### src/pwm_cfg_pkg.sv
// Constants for the PWM sync, PLL and supply switch configuration bank
package pwm_cfg_pkg;
  // ==========================================================
  // Register addresses (byte offsets)
  localparam logic [7:0] ADDR_TEMP_FILT = 8'h69;
  localparam logic [7:0] ADDR_PWRLINE = 8'h6a;
  localparam logic [7:0] ADDR_SLOWDIV_HI = 8'h6b;
  localparam logic [7:0] ADDR_SYNC_CTRL = 8'h6c;
  localparam logic [7:0] ADDR_PLL_CTRL = 8'h6d;
  localparam logic [7:0] ADDR_PLL_MODE = 8'h70;
  localparam logic [7:0] ADDR_STATUS = 8'h71;
  // ==========================================================
  // Reset values
  localparam logic [7:0] RST_TEMP_FILT = 8'h00;
  localparam logic [7:0] RST_PWRLINE = 8'h00;
  localparam logic [7:0] RST_SLOWDIV_HI = 8'h00;
  localparam logic [7:0] RST_SYNC_CTRL = 8'h00;
  localparam logic [7:0] RST_PLL_CTRL = 8'h00;
  localparam logic [7:0] RST_PLL_MODE = 8'h00;
  // ==========================================================
  // Field positions
  localparam int GAIN_LSB = 4;
  localparam int FILT_LSB = 0;
  localparam int THERM_EN_BIT = 7;
  localparam int NTYPE_BIT = 6;
  localparam int SS_LSB = 4;
  localparam int ILIM_LSB = 2;
  localparam int GATE_LSB = 0;
  localparam int SYNC_EN_BIT = 7;
  localparam int PWM_SYNC_BIT = 6;
  localparam int CNT_RST_BIT = 5;
  localparam int DIVLO_LSB = 0;
  localparam int RSEL_LSB = 6;
  localparam int SEL_DIV_BIT = 5;
  localparam int PLL_EN_BIT = 4;
  localparam int PREDIV_LSB = 0;
  localparam int SYNC_TYPE_BIT = 4;
  localparam int RES_LSB = 0;
  // ==========================================================
  // Filter lengths in PWM generator clock cycles
  localparam logic [8:0] FILT_LEN [16] = '{
    9'd5, 9'd10, 9'd20, 9'd40, 9'd60, 9'd80, 9'd100, 9'd140,
    9'd180, 9'd220, 9'd260, 9'd300, 9'd340, 9'd380, 9'd420, 9'd460};
  // Soft-start times in ms
  localparam logic [5:0] SS_MS [4] = '{6'd5, 6'd10, 6'd20, 6'd50};
  // Gate currents in uA: p-type normal, n-type fault recovery
  localparam logic [11:0] GATE_P_UA [4] = '{
    12'd55, 12'd110, 12'd220, 12'd440};
  localparam logic [11:0] GATE_N_UA [4] = '{
    12'd300, 12'd500, 12'd1000, 12'd2200};
  // Current limit in A for codes 10 and 11
  localparam logic [3:0] ILIM_A [4] = '{4'd0, 4'd0, 4'd6, 4'd8};
  // Clock timing
  localparam int CLK_HZ = 20000000;
  localparam int MS_PER_S = 1000;
  // PWM clock source encodings
  localparam logic [1:0] SRC_OSC = 2'b00;
  localparam logic [1:0] SRC_PLL_OSC = 2'b01;
  localparam logic [1:0] SRC_PLL_SYNC = 2'b10;
endpackage : pwm_cfg_pkg

### src/pwm_sync_pll_config_bank.sv
// Configuration bank for thermal dimming, supply switch and PWM sync/PLL
//
// Overview of operation
// - Upper nibble gain scales LED current reduction from temperature reading.
// - Low nibble picks comparator filter length, 5 to 460 PWM cycles.
// - Only filtered comparator drives short detect and boost downscaling.
// - Switch type bit: clear is p-channel, set is n-channel drive.
// - Soft-start code 00..11 gives 5, 10, 20, 50 ms.
// - Current limit code 10 is 6 A, 11 is 8 A.
// - Gate current 55..440 uA p-type; n-type 0.3..2.2 mA recovery only.
// - Slow divider: high eight bits one register, low five the next.
// - Frame sync input ignored unless sync enable bit set.
// - PWM sync bit set: PWM output divided by slow divider feeds phase detector.
// - Counter-reset bit restarts PWM generator on each pre-divided sync rising edge.
// - Slow divider coefficient codes select 16, 32, 64, 128.
// - Divider select: clear slow external, set fast internal compensation.
// - PLL disabled uses oscillator directly; enabled derives from osc or sync.
// - Pre-divider divides frame sync by 1 to 16.
// - Resolution field sets PLL multiplier for 5, 10, 20, 40 MHz.
// - Sync-type bit tells PLL line-rate or frame-rate sync input.
`timescale 1ns/100ps
`default_nettype none
module pwm_sync_pll_config_bank
  import pwm_cfg_pkg::*;
#(
  parameter int MS_CYCLES = CLK_HZ / MS_PER_S
) (
  // Clock and reset
  input wire logic clk_sys_i,
  input wire logic arst_n_i,
  // Register port
  input wire logic [7:0] addr_i,
  input wire logic [7:0] wdata_i,
  input wire logic wr_i,
  input wire logic rd_i,
  output logic [7:0] rdata_o,
  // Thermal dimming
  input wire logic [7:0] temp_reading_i,
  output logic [11:0] dimming_reduction_o,
  // Headroom comparator
  input wire logic pwm_gen_tick_i,
  input wire logic headroom_cmp_i,
  output logic short_detect_cmp_o,
  output logic boost_down_cmp_o,
  // Supply switch and soft start
  input wire logic fault_recovery_i,
  input wire logic softstart_start_i,
  output logic supply_switch_n_type_o,
  output logic [3:0] supply_switch_current_limit_o,
  output logic [11:0] supply_switch_gate_current_o,
  output logic softstart_busy_o,
  // Frame sync and PLL
  input wire logic frame_sync_i,
  input wire logic pwm_period_tick_i,
  output logic pwm_counter_restart_o,
  output logic phase_det_feedback_o,
  output logic [7:0] pll_slow_coef_o,
  output logic pll_fast_div_o,
  output logic [1:0] pwm_clk_src_o,
  output logic [3:0] pll_multiplier_o,
  output logic sync_is_frame_rate_o
);
  initial begin
    if (MS_CYCLES < 1) $error("MS_CYCLES must be at least one");
    if (MS_CYCLES > 65536) $error("MS_CYCLES exceeds the 16-bit counter");
  end

  // ==========================================================
  // Register file
  logic [7:0] temp_filt_q;
  logic [7:0] pwrline_q;
  logic [7:0] slowdiv_hi_q;
  logic [7:0] sync_ctrl_q;
  logic [7:0] pll_ctrl_q;
  logic [7:0] pll_mode_q;
  logic [7:0] rdata_q;
  logic filt_q;
  logic ss_busy_q;

  always_ff @(posedge clk_sys_i or negedge arst_n_i) begin
    if (!arst_n_i) begin
      temp_filt_q <= RST_TEMP_FILT;
      pwrline_q <= RST_PWRLINE;
      slowdiv_hi_q <= RST_SLOWDIV_HI;
      sync_ctrl_q <= RST_SYNC_CTRL;
      pll_ctrl_q <= RST_PLL_CTRL;
      pll_mode_q <= RST_PLL_MODE;
    end else if (wr_i) begin
      case (addr_i)
        ADDR_TEMP_FILT: temp_filt_q <= wdata_i;
        ADDR_PWRLINE: pwrline_q <= wdata_i;
        ADDR_SLOWDIV_HI: slowdiv_hi_q <= wdata_i;
        ADDR_SYNC_CTRL: sync_ctrl_q <= wdata_i;
        ADDR_PLL_CTRL: pll_ctrl_q <= wdata_i;
        ADDR_PLL_MODE: pll_mode_q <= {3'h0, wdata_i[4], 2'h0, wdata_i[1:0]};
        default: ;
      endcase
    end
  end

  always_ff @(posedge clk_sys_i or negedge arst_n_i) begin
    if (!arst_n_i) begin
      rdata_q <= 8'h00;
    end else if (rd_i) begin
      case (addr_i)
        ADDR_TEMP_FILT: rdata_q <= temp_filt_q;
        ADDR_PWRLINE: rdata_q <= pwrline_q;
        ADDR_SLOWDIV_HI: rdata_q <= slowdiv_hi_q;
        ADDR_SYNC_CTRL: rdata_q <= sync_ctrl_q;
        ADDR_PLL_CTRL: rdata_q <= pll_ctrl_q;
        ADDR_PLL_MODE: rdata_q <= pll_mode_q;
        ADDR_STATUS: rdata_q <= {6'h00, ss_busy_q, filt_q};
        default: rdata_q <= 8'h00;
      endcase
    end else begin
      rdata_q <= 8'h00;
    end
  end
  assign rdata_o = rdata_q;

  // Field views
  logic [3:0] gain;
  logic [3:0] filt_sel;
  logic therm_en;
  logic [1:0] ss_sel;
  logic [1:0] ilim_sel;
  logic [1:0] gate_sel;
  logic [12:0] slow_div;
  logic sync_en;
  logic pwm_sync_en;
  logic cnt_rst_en;
  logic [1:0] r_sel;
  logic [3:0] prediv;
  assign gain = temp_filt_q[GAIN_LSB +: 4];
  assign filt_sel = temp_filt_q[FILT_LSB +: 4];
  assign therm_en = pwrline_q[THERM_EN_BIT];
  assign ss_sel = pwrline_q[SS_LSB +: 2];
  assign ilim_sel = pwrline_q[ILIM_LSB +: 2];
  assign gate_sel = pwrline_q[GATE_LSB +: 2];
  assign slow_div = {slowdiv_hi_q, sync_ctrl_q[DIVLO_LSB +: 5]};
  assign sync_en = sync_ctrl_q[SYNC_EN_BIT];
  assign pwm_sync_en = sync_ctrl_q[PWM_SYNC_BIT];
  assign cnt_rst_en = sync_ctrl_q[CNT_RST_BIT];
  assign r_sel = pll_ctrl_q[RSEL_LSB +: 2];
  assign prediv = pll_ctrl_q[PREDIV_LSB +: 4];

  // ==========================================================
  // Thermal dimming and supply switch settings
  logic [11:0] dim_q;
  logic ntype_q;
  logic [3:0] ilim_q;
  logic [11:0] gate_q;
  always_ff @(posedge clk_sys_i or negedge arst_n_i) begin
    if (!arst_n_i) begin
      dim_q <= 12'h000;
      ntype_q <= 1'b0;
      ilim_q <= 4'h0;
      gate_q <= 12'h000;
    end else begin
      dim_q <= therm_en ? 12'(gain) * 12'(temp_reading_i) : 12'h000;
      ntype_q <= pwrline_q[NTYPE_BIT];
      ilim_q <= ILIM_A[ilim_sel];
      if (!pwrline_q[NTYPE_BIT]) begin
        gate_q <= GATE_P_UA[gate_sel];
      end else begin
        gate_q <= fault_recovery_i ? GATE_N_UA[gate_sel] : 12'h000;
      end
    end
  end
  assign dimming_reduction_o = dim_q;
  assign supply_switch_n_type_o = ntype_q;
  assign supply_switch_current_limit_o = ilim_q;
  assign supply_switch_gate_current_o = gate_q;

  // ==========================================================
  // Soft-start timer
  logic [15:0] ms_cnt_q;
  logic [5:0] ss_ms_q;
  always_ff @(posedge clk_sys_i or negedge arst_n_i) begin
    if (!arst_n_i) begin
      ss_busy_q <= 1'b0;
      ms_cnt_q <= 16'h0000;
      ss_ms_q <= 6'h00;
    end else if (softstart_start_i) begin
      ss_busy_q <= 1'b1;
      ms_cnt_q <= 16'h0000;
      ss_ms_q <= SS_MS[ss_sel];
    end else if (ss_busy_q) begin
      if (32'(ms_cnt_q) == MS_CYCLES - 1) begin
        ms_cnt_q <= 16'h0000;
        ss_ms_q <= ss_ms_q - 6'd1;
        ss_busy_q <= (ss_ms_q != 6'd1);
      end else begin
        ms_cnt_q <= ms_cnt_q + 16'd1;
      end
    end
  end
  assign softstart_busy_o = ss_busy_q;

  // ==========================================================
  // Headroom comparator filter
  logic [8:0] filt_cnt_q;
  logic [8:0] filt_len;
  assign filt_len = FILT_LEN[filt_sel];
  always_ff @(posedge clk_sys_i or negedge arst_n_i) begin
    if (!arst_n_i) begin
      filt_q <= 1'b0;
      filt_cnt_q <= 9'h000;
    end else if (pwm_gen_tick_i) begin
      if (headroom_cmp_i == filt_q) begin
        filt_cnt_q <= 9'h000;
      end else if (filt_cnt_q >= filt_len - 9'd1) begin
        filt_q <= headroom_cmp_i;
        filt_cnt_q <= 9'h000;
      end else begin
        filt_cnt_q <= filt_cnt_q + 9'd1;
      end
    end
  end
  assign short_detect_cmp_o = filt_q;
  assign boost_down_cmp_o = filt_q;

  // ==========================================================
  // Frame sync pre-divider, counter restart and phase feedback
  logic sync_prev_q;
  logic [3:0] pre_cnt_q;
  logic restart_q;
  logic [12:0] fb_cnt_q;
  logic fb_q;
  logic sync_rise;
  assign sync_rise = sync_en && frame_sync_i && !sync_prev_q;
  always_ff @(posedge clk_sys_i or negedge arst_n_i) begin
    if (!arst_n_i) begin
      sync_prev_q <= 1'b0;
      pre_cnt_q <= 4'h0;
      restart_q <= 1'b0;
    end else begin
      sync_prev_q <= frame_sync_i;
      restart_q <= 1'b0;
      if (!sync_en) begin
        pre_cnt_q <= 4'h0;
      end else if (sync_rise) begin
        if (pre_cnt_q >= prediv) begin
          pre_cnt_q <= 4'h0;
          restart_q <= cnt_rst_en;
        end else begin
          pre_cnt_q <= pre_cnt_q + 4'd1;
        end
      end
    end
  end
  assign pwm_counter_restart_o = restart_q;

  always_ff @(posedge clk_sys_i or negedge arst_n_i) begin
    if (!arst_n_i) begin
      fb_cnt_q <= 13'h0000;
      fb_q <= 1'b0;
    end else begin
      fb_q <= 1'b0;
      if (!pwm_sync_en) begin
        fb_cnt_q <= 13'h0000;
      end else if (pwm_period_tick_i) begin
        if ({1'b0, fb_cnt_q} + 14'd1 >= {1'b0, slow_div}) begin
          fb_cnt_q <= 13'h0000;
          fb_q <= 1'b1;
        end else begin
          fb_cnt_q <= fb_cnt_q + 13'd1;
        end
      end
    end
  end
  assign phase_det_feedback_o = fb_q;

  // ==========================================================
  // PLL configuration
  logic [7:0] coef_q;
  logic fast_q;
  logic [1:0] src_q;
  logic [3:0] mult_q;
  logic frame_rate_q;
  always_ff @(posedge clk_sys_i or negedge arst_n_i) begin
    if (!arst_n_i) begin
      coef_q <= 8'h10;
      fast_q <= 1'b0;
      src_q <= SRC_OSC;
      mult_q <= 4'h1;
      frame_rate_q <= 1'b0;
    end else begin
      coef_q <= 8'h10 << r_sel;
      fast_q <= pll_ctrl_q[SEL_DIV_BIT];
      if (!pll_ctrl_q[PLL_EN_BIT]) begin
        src_q <= SRC_OSC;
      end else begin
        src_q <= sync_en ? SRC_PLL_SYNC : SRC_PLL_OSC;
      end
      mult_q <= 4'h1 << pll_mode_q[RES_LSB +: 2];
      frame_rate_q <= pll_mode_q[SYNC_TYPE_BIT];
    end
  end
  assign pll_slow_coef_o = coef_q;
  assign pll_fast_div_o = fast_q;
  assign pwm_clk_src_o = src_q;
  assign pll_multiplier_o = mult_q;
  assign sync_is_frame_rate_o = frame_rate_q;

  // ==========================================================
  // Checks
  property p_filt_persist;
    @(posedge clk_sys_i) disable iff (!arst_n_i)
    filt_q != $past(filt_q) |->
      $past(pwm_gen_tick_i && filt_cnt_q >= filt_len - 9'd1);
  endproperty
  a_filt_persist: assert property (p_filt_persist)
    else $error("Filter output changed before its length elapsed");

  property p_filt_outputs;
    @(posedge clk_sys_i) disable iff (!arst_n_i)
    short_detect_cmp_o == filt_q && boost_down_cmp_o == filt_q;
  endproperty
  a_filt_outputs: assert property (p_filt_outputs)
    else $error("Comparator users not fed from filtered state");

  property p_sync_ignored;
    @(posedge clk_sys_i) disable iff (!arst_n_i)
    !sync_en |=> !restart_q;
  endproperty
  a_sync_ignored: assert property (p_sync_ignored)
    else $error("Restart seen while frame sync disabled");

  property p_restart_cause;
    @(posedge clk_sys_i) disable iff (!arst_n_i)
    restart_q |-> $past(sync_rise && cnt_rst_en && pre_cnt_q >= prediv);
  endproperty
  a_restart_cause: assert property (p_restart_cause)
    else $error("Counter restart without qualified sync edge");

  property p_fb_cause;
    @(posedge clk_sys_i) disable iff (!arst_n_i)
    fb_q |-> $past(pwm_sync_en && pwm_period_tick_i);
  endproperty
  a_fb_cause: assert property (p_fb_cause)
    else $error("Phase feedback pulse without sync and period tick");

  property p_coef;
    @(posedge clk_sys_i) disable iff (!arst_n_i)
    $stable(r_sel) |=> pll_slow_coef_o == (8'h10 << $past(r_sel));
  endproperty
  a_coef: assert property (p_coef)
    else $error("Slow divider coefficient mismatch");

  property p_gate_off;
    @(posedge clk_sys_i) disable iff (!arst_n_i)
    pwrline_q[NTYPE_BIT] && !fault_recovery_i |=>
      supply_switch_gate_current_o == 12'h000;
  endproperty
  a_gate_off: assert property (p_gate_off)
    else $error("n-type gate current outside fault recovery");

  property p_pll_off;
    @(posedge clk_sys_i) disable iff (!arst_n_i)
    !pll_ctrl_q[PLL_EN_BIT] |=> pwm_clk_src_o == SRC_OSC;
  endproperty
  a_pll_off: assert property (p_pll_off)
    else $error("PLL disabled but oscillator not selected");

  property p_ss_start;
    @(posedge clk_sys_i) disable iff (!arst_n_i)
    softstart_start_i |=> ss_busy_q && ss_ms_q == SS_MS[$past(ss_sel)];
  endproperty
  a_ss_start: assert property (p_ss_start)
    else $error("Soft-start duration not loaded");
endmodule : pwm_sync_pll_config_bank
`default_nettype wire

### config.mk
export PLATFORM = sky130hd
export DESIGN_NAME = pwm_sync_pll_config_bank
export DESIGN_NICKNAME = d
export VERILOG_FILES = /design/src/pwm_cfg_pkg.sv /design/src/pwm_sync_pll_config_bank.sv
export SDC_FILE = /design/constraint.sdc
export NUM_CORES = 1
export LEC_CHECK = 0
export ABC_CLOCK_PERIOD_IN_PS = 3670
export BUFFER_PORTS_ARGS = -buffer_cell sky130_fd_sc_hd__buf_2
export CORE_MARGIN = 2
export CORE_UTILIZATION = 40
export DETAILED_ROUTE_END_ITERATION = 10
export GPL_TIMING_DRIVEN = 0
export PLACE_DENSITY = 0.65
export SYNTH_ARGS = -nofsm -noshare
export SYNTH_HDL_FRONTEND = slang
export SYNTH_SLANG_ARGS = --single-unit
export TNS_END_PERCENT = 30
### constraint.sdc
create_clock -name clk_sys_i -period 3.67 [get_ports clk_sys_i]
set_input_delay 0.1835 -clock clk_sys_i [delete_from_list [all_inputs] [get_ports clk_sys_i]]
set_output_delay 0.1835 -clock clk_sys_i [all_outputs]
set_load 0.05 [all_outputs]
* Word level (Yosys, flattened, before mapping)
Memories as Yosys holds them, arrays and structs flattened. Index checks and enable logic that the tools add are counted.
Word-level totals: flip-flop bits (word level) 149, memory bits (read-only) 144, input port bits 34, output and inout bits 58, logic and storage cells 118, memories kept 1
Cells by class: $add $sub $neg 7, $mul 1, magnitude comparators 7, eq/ne operators 12, shift-type cells 2, mux-type cells 44, bitwise logic cells 5, reductions and logical operators 13
Memories:
- (name not given) | words 16, width 9, read ports 1, clocked after Yosys merged registers in 0, write ports 0, line pwm_sync_pll_config_bank.sv:204 | assign filt_len = FILT_LEN[filt_sel];
Operators by type and width (count):
- $mux 12 | 7
- $eq 8x7->1 const B | 7
- $pmux 8 s7 | 1
- $bmux 12 s2 | 2
- $mux 16 | 3
- $mux 13 | 3
- $mux 9 | 4
- $mux 6 | 5
- $mux 4 | 5
- $add 16x1->16 const B | 1
- $eq 16x15->1 const B | 1
- $add 13x1->14 const B | 1
- $ge 14x13->1 | 1
- $reduce_and 2->1 | 7
- $add 13x1->13 const B | 1
- $bmux 6 s2 | 1
- $mul 4x8->12 | 1
- $add 9x1->9 const B | 1
- $ge 3x3->1 const B | 3
- $ge 9x9->1 | 1
- $mux 1 | 9
- $not 2->3 | 3
- $sub 9x1->9 const B | 1
- $bmux 4 s2 | 1
- 18 further kinds | 21

* Logic depth before layout (Yosys ltp)
Gate-level depths: netlist of run 1.
word-level depth 8, gate-level depth with buffers 17, mapped depth without buffers 16

* Worst setup path after synthesis of run 1
No wires, ideal clock.
kind reg-to-reg, from register temp_filt_q[3], to register filt_cnt_q[0], setup time 0.065 ns, arrival time 3.329 ns, required time 3.605 ns, slack 0.276 ns, stages on the path, launching flop included 18, path buffers 2, clock period less this slack 3.394 ns, path through dfrtp_1 clkbuf_1 clkbuf_1 nor2_1 nand2_1 ha_1 and3_1 and3_1 nor2_1 nor3_1 xnor2_1 ha_1 a2111oi_0 o21ai_0 a21oi_1 o21ai_1 nor2_1 mux2_2
On the way: word-level cells in the longest chain between the ends 8
RTL lines:
- from (decl) | line pwm_sync_pll_config_bank.sv:70 | logic [7:0] temp_filt_q;
- from (signal assigned) | line pwm_sync_pll_config_bank.sv:90 | ADDR_TEMP_FILT: temp_filt_q <= wdata_i;
- $not 4->5 (not written as such) | line pwm_sync_pll_config_bank.sv:204
- $mem_v2 16x9
- $mux 9 (not written as such) (2 in series) | line pwm_sync_pll_config_bank.sv:204
- $sub 9x1->9 | line pwm_sync_pll_config_bank.sv:212 | end else if (filt_cnt_q >= filt_len - 9'd1) begin
- $ge 9x9->1 | line pwm_sync_pll_config_bank.sv:212
- $mux 9 | line pwm_sync_pll_config_bank.sv:212
- $mux 9 | line pwm_sync_pll_config_bank.sv:210 | if (headroom_cmp_i == filt_q) begin
- to (signal assigned) | line pwm_sync_pll_config_bank.sv:216 | filt_cnt_q <= filt_cnt_q + 9'd1;
- to (decl) | line pwm_sync_pll_config_bank.sv:202 | logic [8:0] filt_cnt_q;
No other way between the ends. The select of a mux whose other input is x is not followed. A chain may end at the register's enable or synchronous reset.

* Worst setup path after layout of run 1
from register temp_filt_q[7], to register dim_q[10], in the netlist dimming_reduction_o[10]
On the way: word-level cells in the longest chain between the ends 2
RTL lines:
- $mul 4x8->12 | line pwm_sync_pll_config_bank.sv:160 | dim_q <= therm_en ? 12'(gain) * 12'(temp_reading_i) : 12'h000;
- $mux 12 | line pwm_sync_pll_config_bank.sv:160
- to (signal assigned) | line pwm_sync_pll_config_bank.sv:160
- to (decl) | line pwm_sync_pll_config_bank.sv:149 | logic [11:0] dim_q;
No other way between the ends.

==> results of run 1 <==
-- flip-flops by register name (all words and copies together) (netlist names), 8 cells and up --
name	cells
ms_cnt_q	16
fb_cnt_q	13
dimming_reduction_o	12
supply_switch_gate_current_o	11
filt_cnt_q	9
pll_ctrl_q	8
pwrline_q	8
rdata_o	8
slowdiv_hi_q	8
sync_ctrl_q	8
temp_filt_q	8
-- repair_timing --
item / in CTS / in global routing
hold buffers: 2 / 0
endpoints found under the hold margin: 68 / 0
resized for setup: 7 / 24
pin swaps: 1 / 3
setup endpoints to repair: 10 / 26
-- metrics by stage --
step	setup TNS [ns]	std cells	hold slack [ns]	util [%]
3_3_place_gp	-2.31	1155	0.343	44.5
5_1_grt	-0.00636	1185	0.0238	47.6
3_5_place_dp	-2.02	1156	0.243	44.7
6_report	0	1185	0.0154	47.6
2_1_floorplan	0	802	-0.112	-
4_1_cts	0	1188	0.00401	47.4
-- power groups by stage --
stage	logic [uW]	registers, uW	clock network, uW
floorplan	336	1780	0
global placement	567	1730	0
detailed placement	578	1730	0
CTS	597	1700	1600
global route	671	1720	1660
finish	599	1710	1560
-- cell usage after synthesis (all sizes together), types with 14 or more instances --
cell type	count	area share, %
dfrtp	140	43
ha	62	9.5
nand2	61	2.8
inv	54	2.5
mux2	47	6.5
nor2	37	1.8
o21ai	35	2.1
and2	32	2.4
a21oi	28	1.7
nand3	25	1.5
nor3	25	1.7
xor2	22	2.3
clkbuf	19	0.87
and3	18	1.4
nor2b	17	1.3
xnor2	17	1.8
a22o	14	1.5
buf	14	1.2
-- cell type report --
type | count | area [um^2]
Clock buffer | 20 | 437
Inverter | 55 | 206
Sequential cell | 142 | 3560
Buffer | 28 | 155
Timing Repair Buffer | 86 | 469
Tap cell | 270 | 338
Clock inverter | 12 | 91.3
Multi-Input combinational cell | 572 | 4340
Fill cell | 1900 | 10600
-- layer usage --
layer  track usage [%]  vias up  wire length, um
li1                  -     3013                -
met1              24.3     2998             8860
met2              27.0      105             8270
met3              3.32       17              604
met4              4.95        0              239
met5                 0        -                0
-- critical path, stage by stage (launching register included) --
cell and delay [ns]:
dfrtp_2 0.45, nand2_1 0.10, fa_1 0.54, inv_1 0.05, fa_1 0.53, fa_1 0.50, a21o_1 0.20, a21oi_1 0.21
o21ai_0 0.16, o41ai_1 0.33, xnor2_1 0.10, and2_1 0.16
-- path summary, 6_finish.rpt --
kind,end,start,cells past startpoint,slack (ns)
max in group asynchronous,temp_filt_q[7],arst_n_i,3,2.52
worst max-delay path,dimming_reduction_o[10],temp_filt_q[7],11,0.22
min in group asynchronous,dimming_reduction_o[10],arst_n_i,2,0.35
worst max register to register,dimming_reduction_o[10],temp_filt_q[7],11,0.22
worst min-delay path,boost_down_cmp_o,headroom_cmp_i,2,0.02
worst min register to register,pll_fast_div_o,pll_ctrl_q[5],0,0.41
-- cell families after synthesis --
logic type	count (synthesis)
AND/OR/NAND/NOR	253
XOR/XNOR	39
multiplexers	51
buffers and inverters	88
adder cells (fa/ha/maj)	74
AO/OA/AOI/OAI	149
other	1
flip-flops	142
==> results.sh, run 1 <==
export IMPL_synth_flop_cell="dfrtp_1"
export IMPL_endpoint_kind="flop"
export IMPL_synth_xor_xnor_area_share_pct=4.16
export IMPL_p_sw_uw=1160
export IMPL_dp_hpwl_um=13300
export IMPL_grt_usage_pct=17.2
export IMPL_layout_common_cells="dfrtp_1 (134), buf_2 (85), nand2_1 (61), ha_1 (61), inv_1 (52)"
export IMPL_io_pins=92
export IMPL_dp_slack_ns=-0.361
export IMPL_muxShareOfSynthArea_pct=6.94
export IMPL_clock_latency_ns=0.42
export IMPL_p_sw_share_pct=30.0
export IMPL_synth_adder_area_share_pct=12.4
export IMPL_final_nets=1010
export IMPL_start_util_pct=40.7
export IMPL_fmax_mhz=290
export IMPL_fin_area_mm2=0.00960
export IMPL_grt_pass1_vias=5897
export IMPL_p_int_uw=2710
export IMPL_wl_um=18000
export IMPL_dr_pass1_iters=5
export IMPL_synth_async_sr_flop_share_pct=100
export IMPL_power_uw=3870
export IMPL_die_area_mm2=0.0217
export IMPL_die_y_um=147
export IMPL_seq_area_frac_synth_pct=43.4
export IMPL_static_leakage_power_uw=0.00465
export IMPL_synth_top_family_by_area="simple AND/OR/NAND/NOR gates"
export IMPL_port_buffers=83
export IMPL_grt_pass1_wl_um=29900
export IMPL_vias=6133
export IMPL_synth_edf_count=0
export IMPL_cts_max_level=4
export IMPL_yosys_area_share_simple_pct=16.2
export IMPL_wire_per_inst_um=15.2
export IMPL_tightest_slew_ns=0.771
export IMPL_hold_path_class="in -> reg"
export IMPL_synth_cell_types=62
export IMPL_post_cts_buffers=0
export IMPL_crit_arrival_ns=3.76
export IMPL_maxSlewHeadroom_pct=48.3
export IMPL_fin_skew_ns=0.00961
export IMPL_cts_sinks=142
export IMPL_required_ns=3.98
export IMPL_finalSetupViolCount=0
export IMPL_synth_cells=797
export IMPL_final_common_cell="dfrtp_1"
export IMPL_cts_root_buf="clkbuf_16"
export IMPL_status="finished clean"
export IMPL_grt_max_degree=74
export IMPL_row_count=52
export IMPL_core_area_mm2=0.0202
export IMPL_syn2layout_area_growth_pct=17.1
export IMPL_cts_buffer_depth=2
export IMPL_ant_nets=0
export IMPL_avgViaCountPerCell=5.18
export IMPL_cts_clk_slew_worst_paths_ns=0.06
export IMPL_overflow=0
export IMPL_rsz0062_at_grt="true"
export IMPL_die_x_um=147
export IMPL_p_seq_share_pct=44.1
export IMPL_drt_initial_drc_count=335
export IMPL_worstPathMaxFanout=10
export IMPL_crit_type="reg -> reg"
export IMPL_hold_viol_final=0
export IMPL_period_share_pct=94.0
export IMPL_drc_errors=0
export IMPL_grt_antenna_before_repair=0
export IMPL_max_cap_viol_count=0
export IMPL_power_frac_comb_pct=15.5
export IMPL_avgSynthCellArea_um2=10.3
export IMPL_pwr_share_clk_pct=40.4
export IMPL_pwr_density_cell_mw_per_mm2=403
export IMPL_antenna_cells=0
export IMPL_finalWorstSetupSlack_ns=0.219
export IMPL_placed_area_mm2=0.00901
export IMPL_cts_made_buffers=17
export IMPL_cts_tree="yes"
export IMPL_cp_start_kind="flop"
export IMPL_synth_area_mm2=0.00820
export IMPL_layout_min_cycle_time_ns=3.45
export IMPL_maxSlewViolCount=0
export IMPL_synth_seq_cells=142
export IMPL_drive_above_1_share_pct=22.0
export IMPL_synth_compound_area_share_pct=12.3
export IMPL_gp_routability_congestion=0.814
export IMPL_yosysWarnings=0
export IMPL_ir_drop_mv=0.287
Power figures use the tool's default switching activity.
==> inputs of run 2 (changes only) <==
Settings changed: CORE_MARGIN 2 to 1.5, PLACE_DENSITY 0.65 to 0.68.
==> results.sh, run 2 (synthesis gave the netlist of run 1 again) <==
export IMPL_fmax_mhz=289
export IMPL_cp_start_kind="flop"
export IMPL_dp_hpwl_um=13100
export IMPL_drt_initial_drc_count=310
export IMPL_holdPathStages=2
export IMPL_period_share_pct=94.4
export IMPL_syn2layout_area_growth_pct=19.0
export IMPL_grt_pass1_wl_um=30100
export IMPL_port_buffers=83
export IMPL_cts_made_buffers=17
export IMPL_final_common_cell="dfrtp_1"
export IMPL_max_cap_viol_count=0
export IMPL_drc_errors=0
export IMPL_static_leakage_power_uw=0.00478
export IMPL_dp_cells=1156
export IMPL_wire_per_inst_um=15.1
export IMPL_r2r_end="filt_cnt_q[0]"
export IMPL_pwr_density_cell_mw_per_mm2=423
export IMPL_finalSetupViolCount=0
export IMPL_largest_reg_flops=16
export IMPL_min_to="boost_down_cmp_o"
export IMPL_r2r_cells=16
export IMPL_wl_um=18000
export IMPL_vias=6078
export IMPL_ir_drop_mv=0.273
export IMPL_fillers=1888
export IMPL_clock_latency_ns=0.43
export IMPL_tightest_slew_ns=0.664
export IMPL_final_nets=1017
export IMPL_dr_pass1_iters=5
export IMPL_grt_max_degree=101
export IMPL_layout_min_cycle_time_ns=3.47
export IMPL_fin_skew_ns=0.0105
export IMPL_die_y_um=146
export IMPL_finalNonFillerCells=1192
export IMPL_core_area_mm2=0.0202
export IMPL_r2r_slack_ns=0.20
export IMPL_hold_path_class="in -> reg"
export IMPL_worstPathMaxFanout=10
export IMPL_r2r_start="temp_filt_q[3]"
export IMPL_status="finished clean"
export IMPL_layout_common_cells="dfrtp_1 (135), buf_2 (85), nand2_1 (61), ha_1 (61), inv_1 (52)"
export IMPL_ant_nets=0
export IMPL_die_x_um=146
export IMPL_endpoint_kind="flop"
export IMPL_io_pins=92
export IMPL_maxSlewHeadroom_pct=55.5
export IMPL_gp_routability_congestion=0.850
export IMPL_crit_type="reg -> reg"
export IMPL_row_count=52
export IMPL_die_area_mm2=0.0214
export IMPL_cts_clk_slew_worst_paths_ns=0.06
export IMPL_cts_tree="yes"
export IMPL_crit_arrival_ns=3.84
export IMPL_cts_root_buf="clkbuf_16"
export IMPL_start_util_pct=40.7
export IMPL_cp_startpoint="temp_filt_q[3]"
export IMPL_cts_buffer_depth=2
export IMPL_grt_usage_pct=17.7
export IMPL_fin_hold_ws_ns=0.0210
export IMPL_maxSlewViolCount=0
export IMPL_required_ns=4.04
export IMPL_avgViaCountPerCell=5.10
export IMPL_cts_sinks=142
export IMPL_overflow=0
export IMPL_antenna_cells=0
export IMPL_grt_antenna_before_repair=0
export IMPL_top_register="ms_cnt_q"
export IMPL_grt_pass1_vias=5843
export IMPL_cts_max_level=4
export IMPL_hold_viol_final=0
export IMPL_drive_above_1_share_pct=22.7
export IMPL_min_from="headroom_cmp_i"
==> run 2: changes by cell type in the layout (fill, tap and decap cells not counted), sizes merged <==
| cell | before | now |
|---|---|---|
| clkbuf | 35 | 33 |
| clkinvlp | 8 | 0 |
| clkinv | 3 | 8 |
| bufinv | 0 | 3 |
| buf | 97 | 104 |
| inv | 56 | 58 |
==> run 2: metrics by stage <==
| stage | setup slack (ns) | area [um^2] | util [%] | setup TNS (ns) | total power [uW] |
|---|---|---|---|---|---|
| after global routing | -0.0130 | 9760 | 48.4 | -0.0130 | 4320 |
| after floorplan | 0.276 | 8220 | - | 0 | 2120 |
| final | 0.204 | 9760 | 48.4 | 0 | 4130 |
| after CTS | 0.0272 | 9660 | 47.9 | 0 | 4140 |
| after global placement | -0.392 | 8970 | 44.5 | -2.19 | 2290 |
| after detailed placement | -0.504 | 9010 | 44.7 | -3.32 | 2310 |
==> run 2: timing repair <==
item,in CTS,in global routing
pin swaps,1,4
setup buffers,0,7
setup endpoints to repair,11,24
hold buffers,2,0
endpoints found under the hold margin,43,0
gates resized for setup,12,19
==> run 2: worst max-delay path by stage <==
stage                     to  slack (ns)  cells past startpoint
6_report       filt_cnt_q[0]        0.20                     16
5_1_grt          fb_cnt_q[5]       -0.01                     14
4_1_cts        filt_cnt_q[0]        0.03                     16
3_5_place_dp   filt_cnt_q[0]       -0.50                     17
3_3_place_gp   filt_cnt_q[0]       -0.39                     17
2_1_floorplan  filt_cnt_q[0]        0.28                     17
==> run 2: layout make-up <==
cell class,count,area [um^2],area share (%)
multi-input cells,572,4370,44.7
well taps,270,338,3.46
flip-flops and latches,142,3560,36.5
inverters,55,209,2.14
clock inverters,14,181,1.86
clock buffers,18,429,4.40
repair buffers,93,522,5.34
plain buffers,28,155,1.59
==> run 2: layer usage <==
layer / track usage [%] / up-vias / wire, um / share of wire, %
met1: 24.6 / 2916 / 8800 / 49
met5: 0 / - / 0 / 0
met2: 27.9 / 103 / 8400 / 47
li1: - / 3041 / - / -
met4: 5.15 / 0 / 209 / 1.2
met3: 3.56 / 18 / 638 / 3.5
==> run 2: where the power goes <==
group	total (uW)	switching, uW	internal (uW)
combinational	624	395	229
sequential	1710	72.9	1630
clock	1800	718	1080
total	4130	1190	2940
==> run 2: critical path, cell delays in order, from the launching register on <==
cell and delay, ns:
dfrtp_2 0.44, clkbuf_4 0.20, nor2_1 0.14, nand2_1 0.11, ha_1 0.22, and3_1 0.18
and3_1 0.20, nor2_2 0.13, nor3_1 0.08, xnor2_1 0.15, ha_1 0.36, a2111oi_4 0.38
o21ai_1 0.13, a21oi_2 0.23, o21ai_4 0.13, nor2_4 0.17, mux2_2 0.17
